**src/rtl/sso_pkg.sv**
```systemverilog
package sso_pkg;
  localparam logic [4:0]  REG_CTRL        = 5'h00;
  localparam logic [4:0]  REG_INPOS_RANGE = 5'h04;
  localparam logic [4:0]  REG_PRESET_SPD  = 5'h08;
  localparam logic [4:0]  REG_ZERO_SPD    = 5'h0C;
  localparam logic [4:0]  REG_EVT_STATUS  = 5'h10;
  localparam logic [4:0]  REG_EVT_CLEAR   = 5'h14;
  localparam logic [4:0]  REG_EVT_ENABLE  = 5'h18;
  localparam logic [4:0]  REG_OUT_STATE   = 5'h1C;
  // control fields
  localparam int          CTRL_SPEED_MODE = 0;
  localparam int          CTRL_BRAKE_SEL  = 1;
  localparam int          CTRL_CODE_EN    = 2;
  localparam int          CTRL_WNG_LO     = 4;
  localparam logic [1:0]  WNG_PIN_NONE    = 2'h0;
  localparam logic [1:0]  WNG_PIN_READY   = 2'h1;
  localparam logic [1:0]  WNG_PIN_SETTLED = 2'h2;
  localparam logic [1:0]  WNG_PIN_ZERO    = 2'h3;
  // event bits
  localparam int          EVT_FAULT       = 0;
  localparam int          EVT_WARNING     = 1;
  localparam int          EVT_SETTLED     = 2;
  localparam int          EVT_REACHED     = 3;
  localparam int          EVT_W           = 4;
  // reset values and speed figures, r/min
  localparam logic [15:0] INPOS_RST       = 16'h0064;
  localparam logic [15:0] PRESET_RST      = 16'h0000;
  localparam logic [15:0] ZERO_SPD_RST    = 16'h0032;
  localparam logic [15:0] SA_ALWAYS_MAX   = 16'h0014;
  localparam logic [15:0] SA_TOLERANCE    = 16'h000A;
  // power-on delay
  localparam longint      POWERON_NS      = 64'd1000000000;
  localparam longint      CLK_PERIOD_NS   = 64'd5;
  localparam int          POWERON_CYCLES  = int'(POWERON_NS / CLK_PERIOD_NS);
  // alarm kinds and codes
  localparam logic [3:0]  ALM_WATCHDOG    = 4'h0;
  localparam logic [3:0]  ALM_MEMORY      = 4'h1;
  localparam logic [3:0]  ALM_CLOCK       = 4'h2;
  localparam logic [3:0]  ALM_BOARD       = 4'h3;
  localparam logic [3:0]  ALM_PARAMETER   = 4'h4;
  localparam logic [3:0]  ALM_REGEN       = 4'h5;
  localparam logic [3:0]  ALM_UNDERVOLT   = 4'h6;
  localparam logic [3:0]  ALM_OVERLOAD    = 4'h7;
  localparam logic [3:0]  ALM_OVERCURRENT = 4'h8;
  localparam logic [3:0]  ALM_ENCODER     = 4'h9;
  localparam logic [3:0]  ALM_EXCESS_ERR  = 4'hA;
  localparam logic [2:0]  CODE_NONE       = 3'h0;
  localparam logic [2:0]  CODE_UNDERVOLT  = 3'h1;
  localparam logic [2:0]  CODE_REGEN      = 3'h2;
  localparam logic [2:0]  CODE_OVERLOAD   = 3'h3;
  localparam logic [2:0]  CODE_OVERCUR    = 3'h4;
  localparam logic [2:0]  CODE_ENCODER    = 3'h5;
  localparam logic [2:0]  CODE_EXCESS     = 3'h6;
  localparam logic [1:0]  RESP_OKAY       = 2'h0;
  localparam logic [1:0]  RESP_SLVERR     = 2'h2;
endpackage

```
**src/rtl/sso_regbus_if.sv**
```systemverilog
`timescale 1ns/1ps
`default_nettype none
interface sso_regbus_if;
  logic        wr_en;
  logic [4:0]  wr_addr;
  logic [31:0] wr_data;
  logic [3:0]  wr_strb;
  logic        wr_err;
  logic [4:0]  rd_addr;
  logic [31:0] rd_data;
  logic        rd_err;
  modport slave_end (output wr_en, wr_addr, wr_data, wr_strb, rd_addr, input wr_err, rd_data, rd_err);
  modport reg_end   (input wr_en, wr_addr, wr_data, wr_strb, rd_addr, output wr_err, rd_data, rd_err);
endinterface
`default_nettype wire

```
**src/rtl/sso_axil_slave.sv**
```systemverilog
`timescale 1ns/1ps
`default_nettype none
module sso_axil_slave
  import sso_pkg::*;
(
  input  wire logic         clk,
  input  wire logic         rst_n,
  input  wire logic [4:0]   awaddr,
  input  wire logic         awvalid,
  output logic              awready,
  input  wire logic [31:0]  wdata,
  input  wire logic [3:0]   wstrb,
  input  wire logic         wvalid,
  output logic              wready,
  output logic [1:0]        bresp,
  output logic              bvalid,
  input  wire logic         bready,
  input  wire logic [4:0]   araddr,
  input  wire logic         arvalid,
  output logic              arready,
  output logic [31:0]       rdata,
  output logic [1:0]        rresp,
  output logic              rvalid,
  input  wire logic         rready,
  sso_regbus_if.slave_end   bus
);
  logic        aw_have_r;
  logic        w_have_r;
  logic [4:0]  aw_addr_r;
  logic [31:0] w_data_r;
  logic [3:0]  w_strb_r;
  logic        do_wr;

  // a held address or data word blocks its channel until the response is taken
  assign awready = !aw_have_r && !bvalid;
  assign wready  = !w_have_r && !bvalid;
  assign arready = !rvalid;
  assign do_wr   = aw_have_r && w_have_r && !bvalid;

  assign bus.wr_en   = do_wr;
  assign bus.wr_addr = aw_addr_r;
  assign bus.wr_data = w_data_r;
  assign bus.wr_strb = w_strb_r;
  assign bus.rd_addr = araddr;

  always_ff @(posedge clk or negedge rst_n) begin
    if (!rst_n) begin
      aw_have_r <= 1'b0;
      aw_addr_r <= 5'h00;
    end else if (awvalid && awready) begin
      aw_have_r <= 1'b1;
      aw_addr_r <= awaddr;
    end else if (do_wr) begin
      aw_have_r <= 1'b0;
    end
  end

  always_ff @(posedge clk or negedge rst_n) begin
    if (!rst_n) begin
      w_have_r <= 1'b0;
      w_data_r <= 32'h0000_0000;
      w_strb_r <= 4'h0;
    end else if (wvalid && wready) begin
      w_have_r <= 1'b1;
      w_data_r <= wdata;
      w_strb_r <= wstrb;
    end else if (do_wr) begin
      w_have_r <= 1'b0;
    end
  end

  always_ff @(posedge clk or negedge rst_n) begin
    if (!rst_n) begin
      bvalid <= 1'b0;
      bresp  <= RESP_OKAY;
    end else if (do_wr) begin
      bvalid <= 1'b1;
      bresp  <= bus.wr_err ? RESP_SLVERR : RESP_OKAY;
    end else if (bready) begin
      bvalid <= 1'b0;
    end
  end

  always_ff @(posedge clk or negedge rst_n) begin
    if (!rst_n) begin
      rvalid <= 1'b0;
      rdata  <= 32'h0000_0000;
      rresp  <= RESP_OKAY;
    end else if (arvalid && arready) begin
      rvalid <= 1'b1;
      rdata  <= bus.rd_data;
      rresp  <= bus.rd_err ? RESP_SLVERR : RESP_OKAY;
    end else if (rready) begin
      rvalid <= 1'b0;
    end
  end
endmodule
`default_nettype wire

```
**src/rtl/sso_status.sv**
```systemverilog
// Implementation choices: the register addresses and the AXI4-Lite register port.
`timescale 1ns/1ps
`default_nettype none
module sso_status
  import sso_pkg::*;
#(
  parameter int DROOP_W     = 24,
  parameter int POWERON_CYC = POWERON_CYCLES
) (
  input  wire logic               SYS_CLK,
  input  wire logic               RST_N,
  input  wire logic [7:0]         S_AXI_AWADDR,
  input  wire logic               S_AXI_AWVALID,
  output logic                    S_AXI_AWREADY,
  input  wire logic [31:0]        S_AXI_WDATA,
  input  wire logic [3:0]         S_AXI_WSTRB,
  input  wire logic               S_AXI_WVALID,
  output logic                    S_AXI_WREADY,
  output logic [1:0]              S_AXI_BRESP,
  output logic                    S_AXI_BVALID,
  input  wire logic               S_AXI_BREADY,
  input  wire logic [7:0]         S_AXI_ARADDR,
  input  wire logic               S_AXI_ARVALID,
  output logic                    S_AXI_ARREADY,
  output logic [31:0]             S_AXI_RDATA,
  output logic [1:0]              S_AXI_RRESP,
  output logic                    S_AXI_RVALID,
  input  wire logic               S_AXI_RREADY,
  input  wire logic               SERVO_ON_IN,
  input  wire logic               FORWARD_START_IN,
  input  wire logic               REVERSE_START_IN,
  input  wire logic               AMP_READY,
  input  wire logic               BASE_SHUTOFF,
  input  wire logic               ALARM_ACTIVE,
  input  wire logic [3:0]         ALARM_KIND,
  input  wire logic               WARNING_ACTIVE,
  input  wire logic [DROOP_W-1:0] DROOP_COUNT,
  input  wire logic [15:0]        MOTOR_SPEED,
  output logic                    FAULT_OUT,
  output logic                    READY_OUT,
  output logic                    POSITION_SETTLED_OUT,
  output logic                    ZERO_SPEED_OUT,
  output logic                    SPEED_REACHED_OUT,
  output logic                    IRQ
);
  // ****************************************************************
  // helpers
  // ****************************************************************
  function automatic logic [15:0] abs16(input logic [15:0] v);
    abs16 = v[15] ? 16'(-v) : v;
  endfunction

  function automatic logic [2:0] code_of(input logic [3:0] kind);
    case (kind)
      ALM_REGEN:       code_of = CODE_REGEN;
      ALM_UNDERVOLT:   code_of = CODE_UNDERVOLT;
      ALM_OVERLOAD:    code_of = CODE_OVERLOAD;
      ALM_OVERCURRENT: code_of = CODE_OVERCUR;
      ALM_ENCODER:     code_of = CODE_ENCODER;
      ALM_EXCESS_ERR:  code_of = CODE_EXCESS;
      default:         code_of = CODE_NONE;
    endcase
  endfunction

  // untouched byte lanes keep their value
  function automatic logic [15:0] lane16(input logic [15:0] old, input logic [31:0] d, input logic [3:0] s);
    lane16 = {s[1] ? d[15:8] : old[15:8], s[0] ? d[7:0] : old[7:0]};
  endfunction

  // ****************************************************************
  // bus slave
  // ****************************************************************
  sso_regbus_if bus ();

  sso_axil_slave u_slave (
    .clk     (SYS_CLK),
    .rst_n   (RST_N),
    .awaddr  (S_AXI_AWADDR[4:0]),
    .awvalid (S_AXI_AWVALID),
    .awready (S_AXI_AWREADY),
    .wdata   (S_AXI_WDATA),
    .wstrb   (S_AXI_WSTRB),
    .wvalid  (S_AXI_WVALID),
    .wready  (S_AXI_WREADY),
    .bresp   (S_AXI_BRESP),
    .bvalid  (S_AXI_BVALID),
    .bready  (S_AXI_BREADY),
    .araddr  (S_AXI_ARADDR[4:0]),
    .arvalid (S_AXI_ARVALID),
    .arready (S_AXI_ARREADY),
    .rdata   (S_AXI_RDATA),
    .rresp   (S_AXI_RRESP),
    .rvalid  (S_AXI_RVALID),
    .rready  (S_AXI_RREADY),
    .bus     (bus.slave_end)
  );

  // upper address bits beyond the map and misaligned words are unmapped
  logic wr_hi_r;
  logic rd_hi;

  always_ff @(posedge SYS_CLK or negedge RST_N) begin
    if (!RST_N) begin
      wr_hi_r <= 1'b0;
    end else if (S_AXI_AWVALID && S_AXI_AWREADY) begin
      wr_hi_r <= |S_AXI_AWADDR[7:5];
    end
  end

  assign rd_hi = |S_AXI_ARADDR[7:5];

  // ****************************************************************
  // registers
  // ****************************************************************
  logic [5:0]       ctrl_r;
  logic [15:0]      inpos_r;
  logic [15:0]      preset_r;
  logic [15:0]      zero_r;
  logic [EVT_W-1:0] evt_r;
  logic [EVT_W-1:0] evt_nxt;
  logic [EVT_W-1:0] ien_r;
  logic [EVT_W-1:0] evt_set;
  logic [EVT_W-1:0] evt_clr;
  logic             wr_ok;

  assign wr_ok = bus.wr_en && !wr_hi_r && (bus.wr_addr[1:0] == 2'h0);

  // one block per register
  always_ff @(posedge SYS_CLK or negedge RST_N) begin
    if (!RST_N) begin
      ctrl_r <= 6'h00;
    end else if (wr_ok && bus.wr_addr == REG_CTRL && bus.wr_strb[0]) begin
      ctrl_r <= bus.wr_data[5:0];
    end
  end

  always_ff @(posedge SYS_CLK or negedge RST_N) begin
    if (!RST_N) begin
      inpos_r <= INPOS_RST;
    end else if (wr_ok && bus.wr_addr == REG_INPOS_RANGE) begin
      inpos_r <= lane16(inpos_r, bus.wr_data, bus.wr_strb);
    end
  end

  always_ff @(posedge SYS_CLK or negedge RST_N) begin
    if (!RST_N) begin
      preset_r <= PRESET_RST;
    end else if (wr_ok && bus.wr_addr == REG_PRESET_SPD) begin
      preset_r <= lane16(preset_r, bus.wr_data, bus.wr_strb);
    end
  end

  always_ff @(posedge SYS_CLK or negedge RST_N) begin
    if (!RST_N) begin
      zero_r <= ZERO_SPD_RST;
    end else if (wr_ok && bus.wr_addr == REG_ZERO_SPD) begin
      zero_r <= lane16(zero_r, bus.wr_data, bus.wr_strb);
    end
  end

  always_ff @(posedge SYS_CLK or negedge RST_N) begin
    if (!RST_N) begin
      ien_r <= '0;
    end else if (wr_ok && bus.wr_addr == REG_EVT_ENABLE && bus.wr_strb[0]) begin
      ien_r <= bus.wr_data[EVT_W-1:0];
    end
  end

  always_comb begin
    bus.wr_err = !(wr_ok && (bus.wr_addr == REG_CTRL || bus.wr_addr == REG_INPOS_RANGE ||
                 bus.wr_addr == REG_PRESET_SPD || bus.wr_addr == REG_ZERO_SPD ||
                 bus.wr_addr == REG_EVT_CLEAR ||
                 bus.wr_addr == REG_EVT_ENABLE));
  end

  // ****************************************************************
  // pin synchronisers
  // ****************************************************************
  logic [2:0] pin_m_r;
  logic [2:0] pin_s_r;
  always_ff @(posedge SYS_CLK or negedge RST_N) begin
    if (!RST_N) begin
      pin_m_r <= 3'h0;
      pin_s_r <= 3'h0;
    end else begin
      pin_m_r <= {REVERSE_START_IN, FORWARD_START_IN, SERVO_ON_IN};
      pin_s_r <= pin_m_r;
    end
  end

  logic servo_on;
  logic any_start;

  assign servo_on  = pin_s_r[0];
  assign any_start = pin_s_r[1] || pin_s_r[2];

  // ****************************************************************
  // power-on delay
  // ****************************************************************
  // counter stops at the end so it cannot wrap back into the delay
  logic [31:0] por_cnt_r;
  logic        por_done_r;
  always_ff @(posedge SYS_CLK or negedge RST_N) begin
    if (!RST_N) begin
      por_cnt_r  <= 32'h0000_0000;
      por_done_r <= 1'b0;
    end else if (!por_done_r) begin
      por_cnt_r  <= por_cnt_r + 32'h0000_0001;
      por_done_r <= (por_cnt_r >= 32'(POWERON_CYC - 1));
    end
  end

  // ****************************************************************
  // status decisions
  // ****************************************************************
  logic [DROOP_W-1:0] droop_abs;
  logic [15:0]        spd_abs;
  logic [15:0]        spd_diff;
  logic               fault_ok;
  logic               ready_ok;
  logic               settled;
  logic               reached;
  logic               zero_spd;
  logic               brake_ok;
  logic               code_on;
  logic [2:0]         code;
  logic [1:0]         wng_pin;

  assign droop_abs = DROOP_COUNT[DROOP_W-1] ? DROOP_W'(-DROOP_COUNT) : DROOP_COUNT;
  assign spd_abs   = abs16(MOTOR_SPEED);
  assign spd_diff  = (spd_abs > preset_r) ? 16'(spd_abs - preset_r) : 16'(preset_r - spd_abs);
  assign fault_ok  = por_done_r && !ALARM_ACTIVE && !BASE_SHUTOFF;
  assign ready_ok  = servo_on && AMP_READY && !BASE_SHUTOFF;
  assign settled   = !ctrl_r[CTRL_SPEED_MODE] && (droop_abs <= DROOP_W'(inpos_r));
  // the start inputs decide nothing; the flag sets near speed or at a preset up to SA_ALWAYS_MAX
  assign reached   = ctrl_r[CTRL_SPEED_MODE] && servo_on &&
                     ((preset_r <= SA_ALWAYS_MAX) ||
                      (spd_diff <= SA_TOLERANCE));
  assign zero_spd  = spd_abs <= zero_r;
  assign brake_ok  = servo_on && !ALARM_ACTIVE;
  assign code_on   = ctrl_r[CTRL_CODE_EN] && ALARM_ACTIVE;
  assign code      = code_of(ALARM_KIND);
  assign wng_pin   = ctrl_r[CTRL_WNG_LO +: 2];

  logic warn_on;
  assign warn_on = por_done_r && WARNING_ACTIVE;

  // ****************************************************************
  // pin drivers, closed contact is one
  // ****************************************************************
  logic ready_nxt;
  logic settled_nxt;
  logic zero_nxt;
  logic reached_nxt;

  always_comb begin
    ready_nxt   = ready_ok;
    settled_nxt = settled;
    zero_nxt    = ctrl_r[CTRL_BRAKE_SEL] ? brake_ok : zero_spd;
    reached_nxt = reached;
    case (wng_pin)
      WNG_PIN_READY:   ready_nxt   = warn_on;
      WNG_PIN_SETTLED: settled_nxt = warn_on;
      WNG_PIN_ZERO:    zero_nxt    = warn_on;
      default:         ;
    endcase
    if (code_on) begin
      zero_nxt    = code[2];
      ready_nxt   = code[1];
      settled_nxt = code[0];
      reached_nxt = 1'b0;
    end
  end

  always_ff @(posedge SYS_CLK or negedge RST_N) begin
    if (!RST_N) begin
      FAULT_OUT            <= 1'b0;
      READY_OUT            <= 1'b0;
      POSITION_SETTLED_OUT <= 1'b0;
      ZERO_SPEED_OUT       <= 1'b0;
      SPEED_REACHED_OUT    <= 1'b0;
    end else begin
      FAULT_OUT            <= fault_ok;
      READY_OUT            <= ready_nxt;
      POSITION_SETTLED_OUT <= settled_nxt;
      ZERO_SPEED_OUT       <= zero_nxt;
      SPEED_REACHED_OUT    <= reached_nxt;
    end
  end

  // ****************************************************************
  // events and interrupt
  // ****************************************************************
  // edges are taken on the internal decisions, so pin remapping does not hide them
  logic [EVT_W-1:0] lvl_r;
  logic [EVT_W-1:0] lvl;

  assign lvl     = {reached, settled, warn_on, !fault_ok};
  assign evt_set = lvl & ~lvl_r;
  assign evt_clr = (wr_ok && bus.wr_addr == REG_EVT_CLEAR && bus.wr_strb[0]) ?
                   bus.wr_data[EVT_W-1:0] : '0;
  assign evt_nxt = (evt_r & ~evt_clr) | evt_set;

  always_ff @(posedge SYS_CLK or negedge RST_N) begin
    if (!RST_N) begin
      // fault is open at reset: no false edge
      lvl_r <= EVT_W'(1) << EVT_FAULT;
      evt_r <= '0;
      IRQ   <= 1'b0;
    end else begin
      lvl_r <= lvl;
      evt_r <= evt_nxt;
      IRQ   <= |(evt_nxt & ien_r);
    end
  end

  // ****************************************************************
  // read mux
  // ****************************************************************
  // reads have no side effects
  always_comb begin
    bus.rd_data = 32'h0000_0000;
    bus.rd_err  = 1'b0;
    case (bus.rd_addr)
      REG_CTRL:        bus.rd_data[5:0]       = ctrl_r;
      REG_INPOS_RANGE: bus.rd_data[15:0]      = inpos_r;
      REG_PRESET_SPD:  bus.rd_data[15:0]      = preset_r;
      REG_ZERO_SPD:    bus.rd_data[15:0]      = zero_r;
      REG_EVT_STATUS:  bus.rd_data[EVT_W-1:0] = evt_r;
      REG_EVT_CLEAR:   bus.rd_data            = 32'h0000_0000;
      REG_EVT_ENABLE:  bus.rd_data[EVT_W-1:0] = ien_r;
      REG_OUT_STATE:   bus.rd_data[5:0]       = {IRQ, SPEED_REACHED_OUT, ZERO_SPEED_OUT,
                                                 POSITION_SETTLED_OUT, READY_OUT, FAULT_OUT};
      default:         bus.rd_err             = 1'b1;
    endcase
    if (rd_hi) begin
      bus.rd_data = 32'h0000_0000;
      bus.rd_err  = 1'b1;
    end
  end
endmodule
`default_nettype wire

```
**config.mk**
```make
export PLATFORM = sky130hd
export DESIGN_NAME = sso_status
export DESIGN_NICKNAME = d
export VERILOG_FILES = /design/src/rtl/sso_pkg.sv /design/src/rtl/sso_regbus_if.sv /design/src/rtl/sso_axil_slave.sv /design/src/rtl/sso_status.sv
export SDC_FILE = /design/constraint.sdc
export NUM_CORES = 1
export LEC_CHECK = 0
export BUFFER_PORTS_ARGS = -buffer_cell sky130_fd_sc_hd__buf_2
export CAP_MARGIN = 10
export CELL_PAD_IN_SITES_DETAIL_PLACEMENT = 0
export CELL_PAD_IN_SITES_GLOBAL_PLACEMENT = 1
export CORE_AREA = 8 8 175 177
export CTS_BUF_LIST = sky130_fd_sc_hd__clkbuf_4 sky130_fd_sc_hd__clkbuf_8 sky130_fd_sc_hd__clkbuf_16
export CTS_CLUSTER_DIAMETER = 40
export DETAILED_ROUTE_END_ITERATION = 10
export DIE_AREA = 0 0 183 185
export GPL_TIMING_DRIVEN = 0
export PLACE_DENSITY_LB_ADDON = 0.3
export SLEW_MARGIN = 20
export SYNTH_ARGS = -nofsm -noshare
export SYNTH_HDL_FRONTEND = slang
export SYNTH_HIERARCHICAL = 1
export SYNTH_SLANG_ARGS = --single-unit
```
**constraint.sdc**
```tcl
create_clock -name SYS_CLK -period 3 [get_ports SYS_CLK]
set_input_delay 0.75 -clock SYS_CLK [delete_from_list [all_inputs] [get_ports SYS_CLK]]
set_output_delay 0.75 -clock SYS_CLK [all_outputs]
set_load 0.1 [all_outputs]
```
**After elaboration in Yosys (flattened, before gate mapping)**

Cells that the tools add are included.

- Add/sub/neg operators: 5
- Order comparisons: 6
- Equality and inequality tests: 21
- Multiplexer cells: 29
- Bitwise gates (word level): 6
- Reduce and logical (&&, ||, !) cells: 61

Operators with widths:

| kind | count |
|---|---|
| 2-to-1 mux 16 bit | 3 |
| adder 32 x 1 -> 32 bit, second input constant | 1 |
| greater-or-equal comparator 32 x 28 -> 1 bit, second input constant | 1 |
| subtractor 16 bit | 2 |
| == test 5 bit, second input constant | 6 |
| case mux 10 bit (3 select lines) | 1 |
| logical AND 1 bit | 29 |
| case mux 4 bit (7 select lines) | 1 |
| less-or-equal comparator 24 x 16 -> 1 bit | 1 |
| 2-to-1 mux 24 bit | 1 |
| negator 24 bit | 1 |
| == test 5 x 4 -> 1 bit, second input constant | 4 |
| 2-to-1 mux 1 bit | 18 |
| case mux 3 bit (6 select lines) | 1 |
| greater-than comparator 16 bit | 1 |
| less-or-equal comparator 16 bit | 1 |
| less-or-equal comparator 16 x 4 -> 1 bit, second input constant | 1 |
| less-or-equal comparator 16 x 5 -> 1 bit, second input constant | 1 |
| negator 16 bit | 1 |
| bitwise AND 4 bit | 3 |
| == test 4 x 3 -> 1 bit, second input constant | 3 |
| == test 4 bit, second input constant | 3 |
| AND reduction 2 bit | 6 |
| == test 5 x 3 -> 1 bit, second input constant | 2 |
| 15 further kinds | 36 |

- Register bits after elaboration: 171
- Bits of input ports: 110
- Output and inout bits: 47
- Word-level logic and storage cells: 159

**Depth between registers and ports, before layout**

Gate-level depths: netlist of the first run.

- Depth after elaboration: 12
- Gate-level depth with buffers: 18
- Gate-level depth less buffers: 17

**Modules after synthesis**

Netlist of the first run, hierarchy kept.

Modules (own cells, without submodules):

| module | times used | cells an instance | area each (um^2) | sequential area each (um^2) |
|---|---|---|---|---|
| sso_status | 1 | 939 | 8,289.2 | 2,711.4 |
| sso_axil_slave | 1 | 186 | 3,199.3 | 1,976.9 |

**Worst setup path before layout of the first run**

No wires, ideal clock.

- Kind: input -> register
- Start point: in MOTOR_SPEED[5]
- End point: reg SPEED_REACHED_OUT
- Setup time: 94 ps
- Data arrival time: 4,369 ps
- Data required time: 2,906 ps
- Path slack: -1,463 ps
- Stages: 16
- Buffers on the path: 1
- Path through: or3_1 -> or3_1 -> or3_1 -> o31a_1 -> xor2_1 -> ha_1 -> clkbuf_1 -> a21oi_1 -> nor2_1 -> a211oi_1 -> a21o_1 -> a21oi_1 -> mux2i_1 -> xor2_1 -> nand4_1 -> a221oi_2

- Longest elaborated chain between the ends: 8
- Elaborated cells between the ends (all ways): 10
- Classes of those cells: add/sub: 3; order compare: 2; mux: 3; reduce/logical: 2

RTL lines:

| what | RTL line | RTL |
|---|---|---|
| from (decl) | sso_status.sv:38 | `input wire logic [15:0] MOTOR_SPEED,` |
| negator 16 bit | sso_status.sv:50 | `abs16 = v[15] ? 16'(-v) : v;` |
| 2-to-1 mux 16 bit * | sso_status.sv:50 |  |
| subtractor 16 bit or greater-than comparator 16 bit (tied branches) | sso_status.sv:231 | `assign spd_diff = (spd_abs > preset_r) ? 16'(spd_abs - preset_r) : 16'(preset_r - spd_abs);` |
| 2-to-1 mux 16 bit * | sso_status.sv:231 |  |
| less-or-equal comparator 16 x 4 -> 1 bit * | sso_status.sv:238 | `(spd_diff <= SA_TOLERANCE));` |
| logical OR 1 bit * | sso_status.sv:237 | `((preset_r <= SA_ALWAYS_MAX) \|\|` |
| logical AND 1 bit * | sso_status.sv:236 | `assign reached = ctrl_r[CTRL_SPEED_MODE] && servo_on &&` |
| 2-to-1 mux 1 bit * | sso_status.sv:267 | `if (code_on) begin` |
| net reached_nxt | sso_status.sv:254 | `logic reached_nxt;` |
| to (signal assigned) | sso_status.sv:287 | `SPEED_REACHED_OUT <= reached_nxt;` |
| to (decl) | sso_status.sv:43 | `output logic SPEED_REACHED_OUT,` |

Mark *: on every way through the listed nets, which the timed path passes. The rest lies on a longest branch.
A chain may end at the register's enable or synchronous reset.

**Final worst setup path of the first run**

- Start point: in MOTOR_SPEED[4]
- End point: reg SPEED_REACHED_OUT

The elaborated chain is that of the path after synthesis.

==> results.md, run 1 <==
* Worst Slack Setup Final at -1180 ps
* WHS at slightly above 300 ps
* VDD IR max at 0.487 mV
* Switching power total at 2820 uW
* Global-route wire length before repair at roughly 47000 um
* Ys Warns at 6
* RSZ-0062 raised after global routing: yes
* Nets@finish at between 1k and 1.5k
* Root buffer cell: clkbuf_16
* Crit share post-route at 1.39
* HP Class: input pin to async pin
* Reg2Reg Depth at 13
* CP startpoint kind: input pin
* Setup crit end kind: flip-flop
* Max_slew headroom at 0.389
* Fmax at 239 MHz
* Status: finished, violations left
* Clock share of power at 0.291
* GRT Overall Usage at 0.175
* CTS max path bufs at 2
* Mean post-synth cell area at 9.91 um^2
* Leak at just under 0.006 uW
* Die H at 185 um
* Clk_lat worst skew at approximately 440 ps
* Failing checks: setup timing
* Initial antenna violation count at 0
* Hpwl dp at between 20000 and 25000 um
* Reg2reg start: preset_r[0]$_DFFE_PN0P_
* Post-DRT Antenna Nets at 0
* Initial core utilization at 0.384
* Per-cell routed wire length at about 18 um
* Pin count of the biggest net entering global routing at 94
* Final Max Slew Viols at 0
* CTS sink count at roughly 170
* Vias in the first global route at between 8k and 9k
* Design Area, Final at between 10000 and 15000 um^2
* Num rows at 62
* Layout cells sized above 1 at 0.284
* WL met1 at about 13000 um
* Via count at 8579
* Power Density at between 500 and 600 nW/um^2
* Gp weighted congestion at about 0.85
* CP max FO at 7
* Seq pwr share at 0.394
* Total gr overflow at 0
* Filler cells at ~2.8k
* Remaining DRCs at 0
* Final setup viols at 5
* FF-to-FF End: SPEED_REACHED_OUT$_DFF_PN0_
* Multi-input gate area at about 6200 um^2
* Fin crit period at about 4200 ps
* Clock skew at around 14 ps
* Cells after synthesis at roughly 1.1k
* Total power draw at roughly 7500 uW
* DRT Wirelength at 29300 um
* Worst Path Required at between 3000 and 4000 ps
* ANT cells at 0
* I/O pin total at roughly 160
* Hold_buf cts at 0
* CTS tree: built
* Worst-Margin Slew at a little over 900 ps
* Area of the mapped netlist at 10800 um^2
* CP arrival at 4520 ps
* R2R setup slack at -340 ps
* Met2 routed WL at ~14000 um
* Final core area utilization at 0.462
* Sw Ratio at 0.379
* Pre-antenna DRT Iters at 5
* Placed cell area at around 12000 um^2
* Top Layer Used: met4
* DRT iter0 DRCs at about 570
* Crit path kind: input pin to flip-flop
* Hold Vio Cnt, Final at 0
* Clock slew at reported path FFs at 70 ps
* Internal power at approximately 4600 uW
* Met3 WL post-DR at about 1200 um
* Sequential cell area at roughly 4200 um^2
* Synth-to-Final Area Change at 20.1%
* Via-per-instance ratio at just over 5
* Max H-tree Level at 4
* Comb power frac at 0.315
* Total CTS buffers at 17
* Max-cap violation count at 0
* Core Region at between 20000 and 30000 um^2
* DIE AREA at ~34000 um^2
* Die width at 183 um
* Number of port buffers at 129
final cells by class:
| cell class | instances | share of cell area |
|---|---|---|
| repair buffers | 141 | 0.0626 |
| clock buffers | 17 | 0.0328 |
| plain buffers | 47 | 0.0240 |
| clock inverters | 14 | 0.0110 |
| inverters | 83 | 0.0240 |
| multi-input cells | 806 | 0.481 |
| flip-flops and latches | 169 | 0.327 |
| well taps | 384 | 0.0371 |
registers in the layout (all words and copies together) (netlist names), 2 cells and up:
register / cells
por_cnt_r: 32
u_slave/rdata: 32
inpos_r: 16
preset_r: 16
u_slave/bus.wr_data: 16
zero_r: 16
ctrl_r: 6
u_slave/bus.wr_addr: 5
evt_r: 4
ien_r: 4
lvl_r: 4
u_slave/bus.wr_strb: 2
timing repair:
action                                  4_1_cts  5_1_grt
resized for setup                            24       32
pin swaps                                    15       12
cloned                                        0        0
buffers inserted                              7        3
endpoints found under the setup margin        6       22
power by group through the flow:
stage | logic (uW) | clock network, uW | registers [uW]
2_1_floorplan | 1320 | 0 | 3310
3_3_place_gp | 2270 | 0 | 2970
3_5_place_dp | 2300 | 0 | 2970
4_1_cts | 2340 | 2210 | 2940
5_1_grt | 2540 | 2290 | 2990
6_report | 2350 | 2170 | 2930
per-layer routing:
| layer | up-vias | track usage |
|---|---|---|
| met4 | 0 | 0.0423 |
| met1 | 4181 | 0.229 |
| li1 | 4196 | - |
| met5 | - | 0 |
| met3 | 29 | 0.0400 |
| met2 | 173 | 0.289 |
worst max-delay path, stage by stage:
cell,delay (ps)
buf_6,90
or3_4,380
or3_4,380
or3_4,370
o31a_1,280
xor2_2,250
ha_1,300
buf_8,140
nand4_1,150
nor4_2,80
a21o_1,180
a21oi_4,190
mux2i_1,250
xor2_1,180
nand4_1,130
buf_6,170
a221oi_2,220
cell usage in the layout, fill, tap and decap left out, types with 17 or more instances in the layout:
cell and n:
nand2_1 94, nand4_1 20, clkbuf_16 17, dfrtp_1 162, nand3_1 26, inv_1 83, a21o_1 22, clkbuf_1 17
a21oi_1 64, xor2_1 19, ha_1 65, buf_4 20, mux2_4 18, conb_1 18, o21ai_0 48, xnor2_1 57
mux2_2 82, nor2_1 42, buf_2 131
worst max-delay path by stage:
stage              startpoint                          end  slack (ps)  cells past startpoint
6_report       MOTOR_SPEED[4]  SPEED_REACHED_OUT$_DFF_PN0_       -1180                     17
5_1_grt        MOTOR_SPEED[4]  SPEED_REACHED_OUT$_DFF_PN0_       -1300                     17
4_1_cts        MOTOR_SPEED[4]  SPEED_REACHED_OUT$_DFF_PN0_       -1130                     18
3_5_place_dp   MOTOR_SPEED[0]  SPEED_REACHED_OUT$_DFF_PN0_       -2170                     14
3_3_place_gp   MOTOR_SPEED[0]  SPEED_REACHED_OUT$_DFF_PN0_       -2180                     14
2_1_floorplan  MOTOR_SPEED[5]  SPEED_REACHED_OUT$_DFF_PN0_       -1200                     16
through the flow:
step	TNS [ps]	cells	setup WS, ps
finish	-5110	1661	-1180
detailed placement	-11270	1620	-2170
floorplan	-4980	1105	-1200
global placement	-277490	1618	-2180
global route	-5610	1661	-1300
CTS	-4800	1658	-1130
Power figures use the tool's default switching activity.
==> run 2: changes to the inputs <==
==> constraint.sdc (replaced) <==
create_clock -name SYS_CLK -period 3 [get_ports SYS_CLK]
set_input_delay 0.15 -clock SYS_CLK [delete_from_list [all_inputs] [get_ports SYS_CLK]]
set_output_delay 0.15 -clock SYS_CLK [all_outputs]
set_load 0.1 [all_outputs]
==> run 2 against run 1 <==
Effect of this change: the run still ends with setup timing left; hold slack worse by 280 ps; sequential share of layout area is 0.64 points lower; combinational power about the same; critical endpoint is now evt_r[3]$_DFF_PN0_; highest routed layer unchanged.
==> results.md, run 2 (synthesized netlist as in run 1, its figures left out) <==
* Clock slew at reported path FFs at 70 ps (about the same)
* DRT iter0 DRCs at 497 (-12%)
* Worst Path Required at 3340 ps (about the same)
* CTS tree: built
* DP Cell Count at 1619 (-0.062%)
* Global-route wire length before repair at 47000 um (+0.59%)
* Die width at 183 um (unchanged)
* Initial antenna violation count at 0 (unchanged)
* Pre-CTS WS at -1500 ps (+669 ps)
* Per-cell routed wire length at 17.3 um (-1.8%)
* Layout cells sized above 1 at 0.276 (-0.00869)
* End point of the critical path: evt_r[3]$_DFF_PN0_
* Leak at 0.00604 uW (+2.1%)
* Clk_lat worst skew at 430 ps (about the same)
* Remaining DRCs at 0 (unchanged)
* Crit share post-route at 1.19 (-0.206)
* ANT cells at 0 (unchanged)
* Synth-to-Final Area Change at 22.6%
* Fin crit period at 3560 ps (-619 ps)
* I/O pin total at 157 (unchanged)
* Crit. Startpoint: MOTOR_SPEED[3]
* Post-DRT Antenna Nets at 0 (unchanged)
* Max-cap violation count at 0 (unchanged)
* Max_slew headroom at 0.403 (+0.0141)
* HP Class: input pin to flip-flop
* Gp weighted congestion at 0.843 (-0.64%)
* Max H-tree Level at 4 (unchanged)
* Filler cells at 2752 (-1.0%)
* CP arrival at 3900 ps (-620 ps)
* Worst-Margin Slew at 890 ps (-21.1 ps)
* Initial core utilization at 0.384 (unchanged)
* CTS max path bufs at 2 (unchanged)
* Sequential cell area at 4240 um^2 (about the same)
* Via-per-instance ratio at 5.10 (-1.3%)
* Die H at 185 um (unchanged)
* Commonest non-fill, non-tap cell in the layout: dfrtp_1
* Crit path kind: input pin to flip-flop
* Clock skew at 10.9 ps (-3.25 ps)
* Vias in the first global route at 8629 (+0.76%)
* R2R setup slack at -520 ps (-180 ps)
* Pin count of the biggest net entering global routing at 98 (+4.3%)
* Core Region at 28100 um^2 (unchanged)
* Power Density at 566 nW/um^2 (-1.5%)
* Hpwl dp at 22800 um (about the same)
* Multi-input gate area at 6200 um^2 (-0.66%)
* CTS sink count at 169 (unchanged)
* Worst Slack Setup Final at -563 ps (+619 ps)
* Placed cell area at 12000 um^2 (-0.27%)
* CP startpoint kind: input pin
* Reg2reg start: preset_r[0]$_DFFE_PN0P_
* Final setup viols at 4 (-1)
* Number of port buffers at 129 (unchanged)
* DIE AREA at 33900 um^2 (unchanged)
* Total gr overflow at 0 (unchanged)
* Design Area, Final at 13200 um^2 (+2.0%)
* Fmax at 281 MHz (+17%)
* Via count at 8632 (+0.62%)
* Commonest non-fill, non-tap cells in the layout: dfrtp_1, buf_2, nand2_1, inv_1, mux2_2
* CP max FO at 9 (+2)
* Largest regs: por_cnt_r x32, u_slave/rdata x32
* DRT Wirelength at 29300 um (+0.12%)
* Reg2Reg Depth at 14 (+1)
* Final Max Slew Viols at 0 (unchanged)
* Nets@finish at 1475 (+2.2%)
* FF-to-FF End: evt_r[3]$_DFF_PN0_
* Pre-antenna DRT Iters at 5 (unchanged)
* RSZ-0062 raised after global routing: yes
* Failing checks: setup timing
* Num rows at 62 (unchanged)
* Total CTS buffers at 17 (unchanged)
* GRT Overall Usage at 0.175 (about the same)
* Root buffer cell: clkbuf_16
* VDD IR max at 0.495 mV (+1.5%)
* Setup crit end kind: flip-flop
* Status: finished, violations left
* Hold Vio Cnt, Final at 0 (unchanged)
* Fin cells at 1694 (+2.0%)
[run 2: changes by cell type in the layout (fill, tap and decap cells not counted), sizes merged]
cell,delta
clkinv,-1
buf,+1
dlygate4sd3,+30
clkbuf,+2
inv,+1
[run 2: power by group]
part / internal (uW) / leakage [uW] / switching, uW / total (uW)
clock: 1180 / 0.000281 / 1000 / 2180
sequential: 2580 / 0.00218 / 354 / 2930
combinational: 921 / 0.00358 / 1460 / 2380
[run 2: worst min-delay path by stage]
stage,from,to,slack (ps),cells past startpoint
after detailed placement,RST_N,inpos_r[10]$_DFFE_PN0P_,160,1
after global routing,S_AXI_AWADDR[7],wr_hi_r$_DFFE_PN0P_,60,3
after CTS,S_AXI_AWADDR[7],wr_hi_r$_DFFE_PN0P_,20,3
after floorplan,RST_N,FAULT_OUT$_DFF_PN0_,-150,0
after global placement,SERVO_ON_IN,pin_m_r[0]$_DFF_PN0_,260,1
final,S_AXI_AWADDR[7],wr_hi_r$_DFFE_PN0P_,20,3
[run 2: routing by layer]
metal	track usage	part of all wire
met1	0.232	0.47
met2	0.294	0.49
met3	0.0284	0.034
met5	0	0
met4	0.0390	0.011
[run 2: layout make-up]
class | instances | area share
clock buffers | 18 | 0.0327
clock inverters | 14 | 0.0104
plain buffers | 47 | 0.0238
well taps | 384 | 0.0363
inverters | 83 | 0.0236
repair buffers | 173 | 0.0837
multi-input cells | 806 | 0.469
flip-flops and latches | 169 | 0.321
[run 2: critical path, cell delays in order]
cell,delay [ps]
buf_8,90
or3_4,380
or3_4,380
o31a_1,280
xor2_2,260
ha_1,290
buf_6,150
a21oi_4,180
nand3b_1,100
mux2i_1,150
a211oi_1,60
nor4_1,400
nand4_1,200
o32ai_2,300
nand4_1,140
buf_6,160
o31ai_2,240
[run 2: per-stage QoR]
step           total power (uW)  hold slack (ps)  TNS, ps  utilization
2_1_floorplan              4630             -146    -2150            -
3_3_place_gp               5230              258  -162410        0.428
3_5_place_dp               5260              162    -6310        0.429
4_1_cts                    7520             15.8    -1810        0.467
5_1_grt                    7880             61.6    -2850        0.471
6_report                   7490             21.1    -1960        0.471
[run 2: what timing repair did]
action | CTS | global route
gates resized for setup | 28 | 22
hold endpoints to repair | 98 | 0
pin swaps | 8 | 10
buffers inserted | 7 | 6
setup endpoints to repair | 5 | 41
cloned | 0 | 0
hold buffers | 30 | 0
==> run 3: changes to the inputs <==
==> constraint.sdc (replaced) <==
create_clock -name SYS_CLK -period 3 [get_ports SYS_CLK]
set_input_delay 0.6 -clock SYS_CLK [delete_from_list [all_inputs] [get_ports SYS_CLK]]
set_output_delay 0.6 -clock SYS_CLK [all_outputs]
set_load 0.02 [all_outputs]
==> run 3 against run 2 <==
Effect of this change: the flow still finishes with violations (setup timing); first-iteration DRC count decreased by 7.6%; sequential share of layout area increased by 0.11 points; power down 4.3%; sequential power about the same; clock skew shrank 1.3 ps; critical path type unchanged; highest routed layer unchanged; via count is 0.43% higher.
==> results.md, run 3 (synthesized netlist as in run 1, its figures left out) <==
* Vias in the first global route at 8918 (+3.3%)
* Post-DRT Antenna Nets at 0 (unchanged)
* Nets@finish at 1453 (-1.5%)
* Die H at 185 um (unchanged)
* R2R setup slack at -350 ps (+170 ps)
* Clk_lat worst skew at 440 ps (about the same)
* Crit. Startpoint: MOTOR_SPEED[5]
* Fin crit period at 4020 ps (+453 ps)
* Via count at 8669 (+0.43%)
* Hpwl dp at 22900 um (+0.50%)
* Synth-to-Final Area Change at 22.1%
* Pin count of the biggest net entering global routing at 78 (-20%)
* Fmax at 249 MHz (-11%)
* Total power draw at 7170 uW (-4.3%)
* Clock slew at reported path FFs at 70 ps (about the same)
* Commonest non-fill, non-tap cell in the layout: dfrtp_1
* Met3 Use GR at 0.0347 (+0.00628)
* Per-cell routed wire length at 17.7 um (+2.1%)
* Filler cells at 2768 (+0.58%)
* Worst Path Required at 3370 ps (+30 ps)
* Hold Crit Start: SERVO_ON_IN
* Leak at 0.00605 uW (+0.11%)
* Commonest non-fill, non-tap cells in the layout: dfrtp_1, buf_2, nand2_1, inv_1, mux2_2
* Worst-Margin Slew at 828 ps (-61.2 ps)
* Gp weighted congestion at 0.830 (-1.5%)
* Num rows at 62 (unchanged)
* CP arrival at 4380 ps (+480 ps)
* Total gr overflow at 0 (unchanged)
* Largest regs: por_cnt_r x32, u_slave/rdata x32
* Die width at 183 um (unchanged)
* I/O pin total at 157 (unchanged)
* Via-per-instance ratio at 5.18 (+1.8%)
* VDD IR max at 0.404 mV (-18%)
* Status: finished, violations left
* DIE AREA at 33900 um^2 (unchanged)
* Grt peak-use layer: met2
* Global-route track usage on met2 at 0.300 (+0.00552)
* HP Class: input pin to flip-flop
* Sequential cell area at 4240 um^2 (about the same)
* Failing checks: setup timing
* Final setup viols at 5 (+1)
* Crit share post-route at 1.34 (+0.151)
* CP max FO at 5 (-4)
* Clock skew at 9.59 ps (-1.32 ps)
* Root buffer cell: clkbuf_16
* ANT cells at 0 (unchanged)
* Core Region at 28100 um^2 (unchanged)
* Pre-antenna DRT Iters at 4 (-1)
* CTS max path bufs at 2 (unchanged)
* Number of port buffers at 129 (unchanged)
* CTS sink count at 169 (unchanged)
* Multi-input gate area at 6310 um^2 (+1.7%)
* RSZ-0062 raised after global routing: yes
* Initial core utilization at 0.384 (unchanged)
* Met1 usage at 0.236 (+0.00379)
* DRT iter0 DRCs at 459 (-7.6%)
* Design Area, Final at 13200 um^2 (-0.37%)
* Power Density at 544 nW/um^2 (-4.0%)
* Setup crit end kind: flip-flop
* CP startpoint kind: input pin
* Worst Slack Setup Final at -1020 ps (-453 ps)
* CTS tree: built
* Reg2reg start: preset_r[0]$_DFFE_PN0P_
* Layout cells sized above 1 at 0.297 (+0.0210)
* Global-route wire length before repair at 48400 um (+3.0%)
* Total CTS buffers at 17 (unchanged)
* DRT Wirelength at 29500 um (+0.77%)
* Hold Vio Cnt, Final at 0 (unchanged)
* Max-cap violation count at 0 (unchanged)
* Initial antenna violation count at 0 (unchanged)
* Final Max Slew Viols at 0 (unchanged)
* Crit path kind: input pin to flip-flop
* Max_slew headroom at 0.444 (+0.0410)
* Max H-tree Level at 4 (unchanged)
* GRT Overall Usage at 0.179 (+0.00460)
* Remaining DRCs at 0 (unchanged)
* Placed cell area at 12100 um^2 (+0.23%)
-- run 3: cell count changes in the layout (fill, tap and decap cells not counted), moves of 3 or more --
cell | before | now
dlygate4sd3_1 | 30 | 1
buf_4 | 24 | 28
a21oi_2 | 6 | 9
o31ai_1 | 5 | 2
-- run 3: cell type report --
class,instances,share of cell area
repair buffers,151,0.0681
plain buffers,47,0.0236
flip-flops and latches,169,0.322
well taps,384,0.0365
clock inverters,15,0.0156
inverters,83,0.0236
multi-input cells,806,0.479
clock buffers,17,0.0323
-- run 3: report_power, final --
part           total [uW]  leakage, uW  switching (uW)  internal [uW]
clock network        2380     0.000307            1030           1350
logic                1860      0.00356             943            915
registers            2930      0.00218             353           2580
-- run 3: final timing paths --
kind | endpoint | cells past startpoint
hold reg to reg | pin_s_r[0]$_DFF_PN0_ | 0
setup reg to reg | IRQ$_DFF_PN0_ | 15
hold / removal | pin_m_r[0]$_DFF_PN0_ | 1
max in group asynchronous | inpos_r[2]$_DFFE_PN1P_ | 4
setup / recovery | IRQ$_DFF_PN0_ | 18
min in group asynchronous | u_slave/bus.wr_data[12]$_DFFE_PN0P_ | 2
-- run 3: metal layers --
layer / vias to the layer above / wire length (um)
li1: 4199 / -
met2: 156 / 14400
met1: 4285 / 13600
met3: 29 / 1070
met4: 0 / 447
met5: - / 0
-- run 3: worst max-delay path: stages --
cell	delay (ps)
buf_8	90
or3_4	380
or3_4	390
or3_4	370
o31a_1	280
xor2_2	270
ha_4	260
buf_8	130
nand4_1	190
nor4_4	60
a21o_1	180
a21oi_4	190
mux2i_1	240
xor2_1	190
nand4_1	130
buf_6	170
buf_4	130
o21ai_2	110
-- run 3: per-stage QoR --
| stage | hold WS (ps) | worst slack (ps) | util | TNS, ps | cells |
|---|---|---|---|---|---|
| 3_5_place_dp | 353 | -2010 | 0.430 | -9560 | 1620 |
| 4_1_cts | 249 | -990 | 0.462 | -4090 | 1663 |
| 5_1_grt | 257 | -1170 | 0.469 | -4840 | 1672 |
| 6_report | 269 | -1020 | 0.469 | -4210 | 1672 |
| 3_3_place_gp | 354 | -1980 | 0.428 | -243840 | 1618 |
| 2_1_floorplan | 304 | -1050 | - | -4230 | 1105 |
-- run 3: repair_timing --
item | in CTS | in global routing
hold buffers | 1 | 0
gates cloned | 1 | 0
pin swaps | 17 | 14
gates resized for setup | 34 | 34
endpoints found under the hold margin | 25 | 0
endpoints found under the setup margin | 5 | 45
buffers inserted | 9 | 9
